`config.mk`:
```
export PLATFORM = sky130hd
export DESIGN_NAME = rsms_top
export DESIGN_NICKNAME = d
export VERILOG_FILES = /design/src/hw/rsms_pkg.sv /design/src/hw/rsms_top.sv
export SDC_FILE = /design/constraint.sdc
export NUM_CORES = 1
export LEC_CHECK = 0
export ABC_AREA = 1
export BUFFER_PORTS_ARGS = -buffer_cell sky130_fd_sc_hd__buf_2
export CORE_MARGIN = 1
export CORE_UTILIZATION = 25
export DETAILED_ROUTE_END_ITERATION = 16
export PLACE_DENSITY = 0.41
export SYNTH_ARGS = -nofsm -noshare
export SYNTH_HDL_FRONTEND = slang
export SYNTH_SLANG_ARGS = --single-unit
```
`constraint.sdc`:
```
create_clock -name aclk -period 2.2 [get_ports aclk]
set_input_delay 0.44 -clock aclk [delete_from_list [all_inputs] [get_ports aclk]]
set_output_delay 0.44 -clock aclk [all_outputs]
set_load 0.005 [all_outputs]
```
`src/hw/rsms_pkg.sv`:
```
/*
 * rsms_pkg: constants and types for the reset supervisor and mode select.
 * Assumes a 100 MHz aclk; analog comparator results arrive as digital pins.
 */
package rsms_pkg;
	// clock rate
	localparam int CLK_MHZ = 100;
	// timing figures in their own units
	localparam int  FILT_US     = 24;
	localparam int  RELEASE_MS  = 6;
	localparam real TURN_ON_MS  = 0.7;
	localparam int  SS_LOCK_MS  = 1;
	localparam int  BLEND_US    = 40;
	localparam int  MODE_LOW_US = 3;
	// derived cycle counts
	localparam int FILT_CYC     = FILT_US * CLK_MHZ;
	localparam int BLEND_CYC    = BLEND_US * CLK_MHZ;
	localparam int MODE_LOW_CYC = MODE_LOW_US * CLK_MHZ;
	localparam logic [19:0] RELEASE_CYC = 20'(RELEASE_MS * 1000 * CLK_MHZ);
	localparam logic [19:0] TURN_ON_CYC = 20'(int'(TURN_ON_MS * 1000.0 * CLK_MHZ));
	localparam logic [19:0] SS_LOCK_CYC = 20'(SS_LOCK_MS * 1000 * CLK_MHZ);
	// register byte offsets
	localparam logic [3:0] OFS_CTRL = 4'h0;
	localparam logic [3:0] OFS_STAT = 4'h4;
	localparam logic [3:0] OFS_ISTS = 4'h8;
	localparam logic [3:0] OFS_IMSK = 4'hc;
	// interrupt event bit positions
	localparam int EV_ASSERT = 0;
	localparam int EV_REL    = 1;
	localparam int EV_UV     = 2;
	localparam int EV_OV     = 3;
	localparam int EV_MODE   = 4;
	localparam int EV_W      = 5;
	// axi responses
	localparam logic [1:0] RESP_OK  = 2'h0;
	localparam logic [1:0] RESP_ERR = 2'h2;

	// pin inputs, comparator and supervisor levels
	typedef struct packed {
		logic fb_uv_below;
		logic fb_uv_clear;
		logic fb_ov_above;
		logic fb_ov_clear;
		logic temp_over;
		logic temp_cooled;
		logic enable;
		logic vin_under;
		logic vcc_under;
		logic vin_above;
		logic vcc_above;
		logic soft_start_done;
		logic supply_valid;
		logic mode_level;
		logic sync_valid;
		logic on_time_short;
		logic off_time_short;
		logic peak_below;
	} rsms_pins_t;

	// glitch filter state
	typedef struct packed {
		logic        on;
		logic [11:0] cnt;
	} rsms_flt_t;

	// mode sequence, gray along auto, to_forced_constant_frequency_mode, forced_constant_frequency_mode, to_auto
	typedef enum logic [1:0] {
		MD_AUTO    = 2'b00,
		MD_TO_FORCED_CONSTANT_FREQUENCY_MODE = 2'b01,
		MD_FORCED_CONSTANT_FREQUENCY_MODE    = 2'b11,
		MD_TO_AUTO = 2'b10
	} rsms_mode_t;

	// whole state of the supervisor
	typedef struct packed {
		rsms_pins_t        s1;
		rsms_pins_t        s2;
		rsms_flt_t         uv;
		rsms_flt_t         ov;
		logic              hot;
		logic              lock;
		logic [19:0]       en_cnt;
		logic              en_ok;
		logic [19:0]       rel_cnt;
		logic [19:0]       ss_cnt;
		logic              ss_ok;
		logic              rst_low;
		rsms_mode_t        mode;
		logic [11:0]       blend_cnt;
		logic [8:0]        low_cnt;
		logic              foldback;
		logic              slow_clk;
		logic              aw_got;
		logic              w_got;
		logic [3:0]        aw_addr;
		logic [31:0]       w_data;
		logic              bvalid;
		logic [1:0]        bresp;
		logic              rvalid;
		logic [31:0]       rdata;
		logic [1:0]        rresp;
		logic              force_fault;
		logic [EV_W-1:0]   ists;
		logic [EV_W-1:0]   imsk;
	} rsms_state_t;
endpackage

```
`src/hw/rsms_top.sv`:
```
/*
 * rsms_top: reset supervisor with release delay, and forced or automatic
 * light-load mode select, with an axi4-lite slave and one interrupt.
 * Assumes all pin inputs are asynchronous to aclk and are synchronised here.
 */
// Overview of operation
// - reset output pulled low whenever the regulator is disabled.
// - reset logic works down to 1.5 V; below it output floats.
// - reset held low until faults absent for release delay; drop on invalid supply.
// - undervoltage fault after filter time below threshold; clears after filtered hysteresis.
// - overvoltage fault after filter time above threshold; clears after filtered hysteresis.
// - over-temperature fault active until temperature falls below limit minus hysteresis.
// - enable low is a fault, ending turn-on delay after enable rises.
// - input or internal rail lockout is a fault until both exceed levels.
// - reset held until 1 ms after soft start ends, adding no release delay.
// - mode high or valid sync selects forced mode without diode emulation.
// - frequency lowered when on-time or off-time would go below minimum.
// - mode may change under load; changeover is phased over 40 us.
// - forced mode permits limited reverse inductor current.
// - automatic mode entered only after mode low for a few microseconds.
// - automatic mode slows the clock when needed peak current is low.
// - release delay is 6 ms nominal, between 4 and 8 ms.
// - feedback fault glitch filter is 24 us nominal.
// - turn-on delay after enable rises is 0.7 ms nominal.
`timescale 1ns/1ns
module rsms_top #(
	parameter logic [19:0] RELEASE_CYC = rsms_pkg::RELEASE_CYC,
	parameter logic [19:0] TURN_ON_CYC = rsms_pkg::TURN_ON_CYC,
	parameter logic [19:0] SS_LOCK_CYC = rsms_pkg::SS_LOCK_CYC
) (
	// clock and reset
	input  wire logic               aclk,
	input  wire logic               aresetn,
	// axi4-lite write
	input  wire logic [3:0]         s_axi_awaddr,
	input  wire logic               s_axi_awvalid,
	output logic                    s_axi_awready,
	input  wire logic [31:0]        s_axi_wdata,
	input  wire logic [3:0]         s_axi_wstrb,
	input  wire logic               s_axi_wvalid,
	output logic                    s_axi_wready,
	output logic [1:0]              s_axi_bresp,
	output logic                    s_axi_bvalid,
	input  wire logic               s_axi_bready,
	// axi4-lite read
	input  wire logic [3:0]         s_axi_araddr,
	input  wire logic               s_axi_arvalid,
	output logic                    s_axi_arready,
	output logic [31:0]             s_axi_rdata,
	output logic [1:0]              s_axi_rresp,
	output logic                    s_axi_rvalid,
	input  wire logic               s_axi_rready,
	// supervised pins
	input  wire rsms_pkg::rsms_pins_t pins,
	// open-drain reset pin
	input  wire logic               reset_n_in,
	output logic                    reset_n_out,
	output logic                    reset_n_oe,
	// mode and regulator controls
	output logic                    forced_constant_frequency_mode,
	output logic                    diode_emulation,
	output logic                    reverse_current_en,
	output logic                    mode_blending,
	output logic                    switching_en,
	output logic                    freq_foldback,
	output logic                    light_load_slow,
	output logic                    irq
);

	localparam int EV_W_LOC = rsms_pkg::EV_W;

	rsms_pkg::rsms_state_t st_reg;
	rsms_pkg::rsms_state_t st_next;
	logic                  fault;
	logic                  mode_high;
	logic                  aw_hs;
	logic                  w_hs;
	logic                  ar_hs;
	logic                  wr_do;
	logic [EV_W_LOC-1:0]   ev;
	logic [31:0]           rd_val;

	// one glitch-filter step: set after a full run of set_c, clear likewise
	function automatic rsms_pkg::rsms_flt_t filt(rsms_pkg::rsms_flt_t f, logic set_c, logic clr_c);
		rsms_pkg::rsms_flt_t r;
		logic                run;
		r   = f;
		run = f.on ? clr_c : set_c;
		if (!run) begin
			r.cnt = 12'h000; // broken run restarts
		end else if (r.cnt == 12'(rsms_pkg::FILT_CYC - 1)) begin
			r.on  = !f.on;
			r.cnt = 12'h000;
		end else begin
			r.cnt = r.cnt + 12'h001;
		end
		return r;
	endfunction

	// combined fault and mode request from the second sync stage
	assign fault     = st_reg.uv.on | st_reg.ov.on | st_reg.hot | !st_reg.en_ok | st_reg.lock
	                 | st_reg.force_fault;
	assign mode_high = st_reg.s2.mode_level | st_reg.s2.sync_valid;

	// bus handshakes
	assign aw_hs = s_axi_awvalid & s_axi_awready;
	assign w_hs  = s_axi_wvalid & s_axi_wready;
	assign ar_hs = s_axi_arvalid & s_axi_arready;
	assign wr_do = st_reg.aw_got & st_reg.w_got & !st_reg.bvalid;

	// read mux
	always_comb begin
		unique case (s_axi_araddr)
			rsms_pkg::OFS_CTRL: rd_val = {31'h0, st_reg.force_fault};
			rsms_pkg::OFS_STAT: rd_val = {22'h0, st_reg.mode, st_reg.ss_ok, st_reg.lock, st_reg.en_ok,
			                              st_reg.hot, st_reg.ov.on, st_reg.uv.on, fault, st_reg.rst_low};
			rsms_pkg::OFS_ISTS: rd_val = {27'h0, st_reg.ists};
			rsms_pkg::OFS_IMSK: rd_val = {27'h0, st_reg.imsk};
			default:            rd_val = 32'h0;
		endcase
	end

	// next state of everything
	always_comb begin
		st_next = st_reg;
		// two-flop synchronisers
		st_next.s1 = pins;
		st_next.s2 = st_reg.s1;

		// feedback window faults with glitch filter
		st_next.uv = filt(st_reg.uv, st_reg.s2.fb_uv_below, st_reg.s2.fb_uv_clear);
		st_next.ov = filt(st_reg.ov, st_reg.s2.fb_ov_above, st_reg.s2.fb_ov_clear);

		// thermal fault with hysteresis
		if (st_reg.s2.temp_over) begin
			st_next.hot = 1'b1;
		end else if (st_reg.s2.temp_cooled) begin
			st_next.hot = 1'b0;
		end

		// supply lockout
		if (st_reg.s2.vin_under | st_reg.s2.vcc_under) begin
			st_next.lock = 1'b1;
		end else if (st_reg.s2.vin_above & st_reg.s2.vcc_above) begin
			st_next.lock = 1'b0;
		end

		// enable with turn-on delay
		if (!st_reg.s2.enable) begin
			st_next.en_cnt = 20'h0;
			st_next.en_ok  = 1'b0;
		end else if (!st_reg.en_ok) begin
			if (st_reg.en_cnt == TURN_ON_CYC - 20'h1) begin
				st_next.en_ok = 1'b1;
			end else begin
				st_next.en_cnt = st_reg.en_cnt + 20'h1;
			end
		end

		// post soft start lockout
		if (!st_reg.s2.soft_start_done) begin
			st_next.ss_cnt = 20'h0;
			st_next.ss_ok  = 1'b0;
		end else if (!st_reg.ss_ok) begin
			if (st_reg.ss_cnt == SS_LOCK_CYC - 20'h1) begin
				st_next.ss_ok = 1'b1;
			end else begin
				st_next.ss_cnt = st_reg.ss_cnt + 20'h1;
			end
		end

		// release delay runs alongside the soft start lockout
		if (fault) begin
			st_next.rel_cnt = 20'h0;
		end else if (st_reg.rel_cnt != RELEASE_CYC) begin
			st_next.rel_cnt = st_reg.rel_cnt + 20'h1;
		end
		st_next.rst_low = fault | (st_reg.rel_cnt != RELEASE_CYC) | !st_reg.ss_ok;

		// mode low qualification
		if (mode_high) begin
			st_next.low_cnt = 9'h0;
		end else if (st_reg.low_cnt != 9'(rsms_pkg::MODE_LOW_CYC)) begin
			st_next.low_cnt = st_reg.low_cnt + 9'h1;
		end

		// mode sequence with gradual changeover
		st_next.blend_cnt = 12'h0;
		unique case (st_reg.mode)
			rsms_pkg::MD_AUTO: begin
				if (mode_high) begin
					st_next.mode = rsms_pkg::MD_TO_FORCED_CONSTANT_FREQUENCY_MODE;
				end
			end
			rsms_pkg::MD_TO_FORCED_CONSTANT_FREQUENCY_MODE: begin
				if (st_reg.blend_cnt == 12'(rsms_pkg::BLEND_CYC - 1)) begin
					st_next.mode = rsms_pkg::MD_FORCED_CONSTANT_FREQUENCY_MODE;
				end else begin
					st_next.blend_cnt = st_reg.blend_cnt + 12'h1;
				end
			end
			rsms_pkg::MD_FORCED_CONSTANT_FREQUENCY_MODE: begin
				if (st_reg.low_cnt == 9'(rsms_pkg::MODE_LOW_CYC) && !mode_high) begin
					st_next.mode = rsms_pkg::MD_TO_AUTO;
				end
			end
			rsms_pkg::MD_TO_AUTO: begin
				if (st_reg.blend_cnt == 12'(rsms_pkg::BLEND_CYC - 1)) begin
					st_next.mode = rsms_pkg::MD_AUTO;
				end else begin
					st_next.blend_cnt = st_reg.blend_cnt + 12'h1;
				end
			end
		endcase

		// clock slowing requests
		st_next.foldback = st_reg.s2.on_time_short | st_reg.s2.off_time_short;
		st_next.slow_clk = (st_reg.mode == rsms_pkg::MD_AUTO) & st_reg.s2.peak_below;

		// axi write channel
		if (aw_hs) begin
			st_next.aw_got  = 1'b1;
			st_next.aw_addr = s_axi_awaddr;
		end
		if (w_hs) begin
			st_next.w_got  = 1'b1;
			st_next.w_data = s_axi_wdata;
		end
		if (st_reg.bvalid & s_axi_bready) begin
			st_next.bvalid = 1'b0;
		end
		st_next.ists = st_reg.ists;
		if (wr_do) begin
			st_next.aw_got = 1'b0;
			st_next.w_got  = 1'b0;
			st_next.bvalid = 1'b1;
			st_next.bresp  = rsms_pkg::RESP_OK;
			unique case (st_reg.aw_addr)
				rsms_pkg::OFS_CTRL: st_next.force_fault = st_reg.w_data[0];
				rsms_pkg::OFS_STAT: ;
				rsms_pkg::OFS_ISTS: st_next.ists = st_reg.ists & ~st_reg.w_data[EV_W_LOC-1:0];
				rsms_pkg::OFS_IMSK: st_next.imsk = st_reg.w_data[EV_W_LOC-1:0];
				default:            st_next.bresp = rsms_pkg::RESP_ERR;
			endcase
		end
		// events from this cycle's next state; set wins over clear
		ev                      = '0;
		ev[rsms_pkg::EV_ASSERT] = !st_reg.rst_low & st_next.rst_low;
		ev[rsms_pkg::EV_REL]    = st_reg.rst_low & !st_next.rst_low;
		ev[rsms_pkg::EV_UV]     = !st_reg.uv.on & st_next.uv.on;
		ev[rsms_pkg::EV_OV]     = !st_reg.ov.on & st_next.ov.on;
		ev[rsms_pkg::EV_MODE]   = st_reg.mode != st_next.mode;
		st_next.ists = st_next.ists | ev;

		// axi read channel
		if (ar_hs) begin
			st_next.rvalid = 1'b1;
			st_next.rdata  = rd_val;
			unique case (s_axi_araddr)
				rsms_pkg::OFS_CTRL, rsms_pkg::OFS_STAT,
				rsms_pkg::OFS_ISTS, rsms_pkg::OFS_IMSK: st_next.rresp = rsms_pkg::RESP_OK;
				default: st_next.rresp = rsms_pkg::RESP_ERR;
			endcase
		end else if (st_reg.rvalid & s_axi_rready) begin
			st_next.rvalid = 1'b0;
		end

		// synchronous reset to constants
		if (!aresetn) begin
			st_next         = '0;
			st_next.rst_low = 1'b1;
			st_next.mode    = rsms_pkg::MD_AUTO;
		end
	end

	// state register
	always_ff @(posedge aclk) begin
		st_reg <= st_next;
	end

	// bus outputs
	assign s_axi_awready = !st_reg.aw_got & !st_reg.bvalid;
	assign s_axi_wready  = !st_reg.w_got & !st_reg.bvalid;
	assign s_axi_bvalid  = st_reg.bvalid;
	assign s_axi_bresp   = st_reg.bresp;
	assign s_axi_arready = !st_reg.rvalid;
	assign s_axi_rvalid  = st_reg.rvalid;
	assign s_axi_rdata   = st_reg.rdata;
	assign s_axi_rresp   = st_reg.rresp;

	// open-drain reset: pull low only while supply can hold the pin
	assign reset_n_out = 1'b0;
	assign reset_n_oe  = st_reg.rst_low & st_reg.s2.supply_valid;

	// regulator controls
	assign forced_constant_frequency_mode = st_reg.mode == rsms_pkg::MD_FORCED_CONSTANT_FREQUENCY_MODE;
	assign diode_emulation    = st_reg.mode == rsms_pkg::MD_AUTO;
	assign reverse_current_en = st_reg.mode == rsms_pkg::MD_FORCED_CONSTANT_FREQUENCY_MODE;
	assign mode_blending      = st_reg.mode[0] ^ st_reg.mode[1];
	assign switching_en       = st_reg.en_ok & !st_reg.lock & !st_reg.hot;
	assign freq_foldback      = st_reg.foldback;
	assign light_load_slow    = st_reg.slow_clk;
	assign irq                = |(st_reg.ists & st_reg.imsk);
endmodule // rsms_top

```
==> run metrics <==
Final Hold Vio Count 0; WL per Instance between 10 and 15 um; Inserted Diodes 0; average footprint of a synthesized cell about 7.4 um^2; post-synthesis adder-cell area fraction 0.01815; first-pass GRT wire length about 34000 um; slowest cell on the critical path dfxtp_1; detailed-route via count around 7300; initial antenna violation count 0; unrepaired setup endpoints after global routing no; met3 Usage GRT 0.02442; num rows 68; met2 GRT Util 0.1785; fraction of the mapped netlist area in simple logic gates 0.3015; Synth Area in Compound Gates 0.1023; Final Max Slew Viols 0; Hold WS approximately 0.19 ns; CTS Buffer Depth 2; Reg area approximately 0.0038 mm^2; #FFs+latches synth about 190; Tmin final between 2 and 2.5 ns; vias in the first global route approximately 6800; total detailed-routing wirelength between 20000 and 25000 um; Final Util 0.2925; share of layout cells above drive strength 1 0.1443; Mapped Cells ~1200; post-DR vias/cell roughly 4.2; worst r2r dst st_reg[161]$_SDFFE_PN0P_; # Max-Cap Violations 0; dpl ws 0.3957 ns; Setup CP Type flip-flop to output port; hold buffers post-CTS 0; final worst path period share 0.9104; worst-path maximum fanout 8; Cell variety after synth 48; Starting Density 0.2570; Critical Path Start Type flip-flop; Synth Cell Area 0.008964 mm^2; die area 0.03661 mm^2; Fin Setup TNS 0 ns; max incr delay on CP approximately 0.48 ns; status finished clean; Leak Pwr roughly 0.004 uW; TritonCTS Buffers 17; CP Capture Point diode_emulation; Syn. warnings 0; max reg flops between 150 and 200; hold depth 3; VDD IR-drop max 0.5576 mV; Worst-path clk slew roughly 0.08 ns; power per cell area between 700 and 800 mW/mm^2; Post-Synth XOR/XNOR Area 0.03420; CP required 1.76 ns; area delta synth->final 13.85%; Die Width 191.4 um; largest net degree at the start of global routing 37; Clk Latency, worst-skew pair ~0.43 ns; CTS root buf clkbuf_16; reg2reg start st_reg[155]$_SDFFE_PN0P_; Filler Cell Count approximately 3800; Worst setup EP type output port; DRC Markers 0; post-synthesis mux area share 0; cell taking the most area after synthesis dfxtp_1; Critical Path AT between 1.5 and 2 ns; number of I/O pins 121; Multi-input gate area ~0.0042 mm^2; crit path cell chain inv_1 > ha_1 > buf_2; R2R cell count 8; post-CTS sizing 0; Setup violations, final 0; Cells after DPL 1705; M1 GR Usage 0.1642; r2r setup slk around 0.45 ns; final worst setup slack just under 0.2 ns; CTS tree built; Routed Antenna Nets 0; Critical Path Source st_reg[110]$_SDFF_PN0_; top-area cell type share of the netlist area 0.4199; Max Clk Rate 0.4993 GHz; nets around 1400; Starting DRT DRC Count roughly 330; DR pass1 iterations 4; Detail Placement HPWL 15610 um; global route hottest layer met2; Remaining Overflow, GRT 0; non-filler instance count after layout ~1700; clk_skew roughly 0.012 ns; # clock sinks 188; Tot GR Track Use 0.1170; Die H between 150 and 200 um; Post-CTS Setup Inserts 0; Hold Path Class input pin to flip-flop; core footprint ~0.035 mm^2; I/O Buffers 63; RePlAce Congestion around 0.76; H-tree depth 4; largest family of logic cells by synthesized area simple AND/OR/NAND/NOR gates; synth top area cells dfxtp_1, nand2_1, inv_1; Seq/Total Area, Yosys 0.4199
==> metal layers <==
layer,up-vias,wire length (um)
met5,-,0
met4,0,191
li1,3928,-
met3,8,579
met2,83,8884
met1,3252,10900
==> report_power, final <==
| part | switching [uW] | leakage, uW | internal (uW) |
|---|---|---|---|
| clock | 1400 | 0.000291 | 1830 |
| sequential | 80.5 | 0.00153 | 3510 |
| combinational | 346 | 0.00219 | 197 |
| total | 1820 | 0.00401 | 5540 |
==> logic make-up after synthesis <==
kind of cell               Yosys count
buffers and inverters              236
adders and majority gates           13
AOI/OAI and AO/OA                  163
other                                1
DFF                                188
and+or+nand+nor                    577
xor gates and xnor gates            35
==> placed cells by master (no fill, tap or decap), types with 23 or more instances in the layout <==
master / Yosys / final
dfxtp_1: 188 / 188
nand4_1: 23 / 23
conb_1: 1 / 25
nand3_1: 60 / 60
inv_1: 159 / 159
nor3_1: 29 / 29
a21oi_1: 86 / 86
nor2_1: 110 / 110
nand2_1: 281 / 281
o21ai_0: 42 / 42
xor2_1: 26 / 26
buf_2: 8 / 63
==> Yosys cell counts, drive strengths merged <==
master,instances
a31oi,4
and3,1
nor3b,12
dfxtp,188
o21ai,43
o21bai,2
o2bb2ai,1
nor4,11
inv,169
o31ai,2
clkbuf,9
nand3b,3
nor2,122
nand3,65
nor3,46
ha,13
o21a,4
o211ai,3
conb,1
a221oi,1
nand4,23
buf,58
a21oi,101
or2,5
xnor2,9
xor2,26
nand2,289
a211oi,2
==> per-stage QoR <==
| stage | instance area [um^2] | power, uW |
|---|---|---|
| 2_1_floorplan | 9054 | 4053 |
| 3_3_place_gp | 9595 | 4224 |
| 3_5_place_dp | 9595 | 4225 |
| 4_1_cts | 10200 | 7511 |
| 5_1_grt | 10200 | 7731 |
| 6_report | 10200 | 7363 |
==> critical path, delay by kind of cell (launching register included) <==
kind | cells | cell delay, ns
DFF | 1 | 0.48
buffers and inverters | 2 | 0.33
adders and majority gates | 1 | 0.32
==> worst min path at each step <==
stage	startpoint	endpoint	slack, ns
3_3_place_gp	st_reg[225]$_SDFF_PN0_	st_reg[207]$_SDFF_PN0_	0.40
5_1_grt	pins[6]	st_reg[227]$_SDFF_PN0_	0.17
3_5_place_dp	st_reg[223]$_SDFF_PN0_	st_reg[205]$_SDFF_PN0_	0.40
4_1_cts	pins[6]	st_reg[227]$_SDFF_PN0_	0.16
2_1_floorplan	st_reg[221]$_SDFF_PN0_	st_reg[203]$_SDFF_PN0_	0.39
6_report	pins[6]	st_reg[227]$_SDFF_PN0_	0.19
==> cell type report <==
cell class / instances / area share
Inverter: 169 / 0.06241
Clock buffer: 20 / 0.04377
Sequential cell: 188 / 0.3688
Multi-Input combinational cell: 813 / 0.4099
Timing Repair Buffer: 80 / 0.04340
Tap cell: 455 / 0.05579
Clock inverter: 12 / 0.01594
No activity file was read; power rests on OpenSTA's default activity.
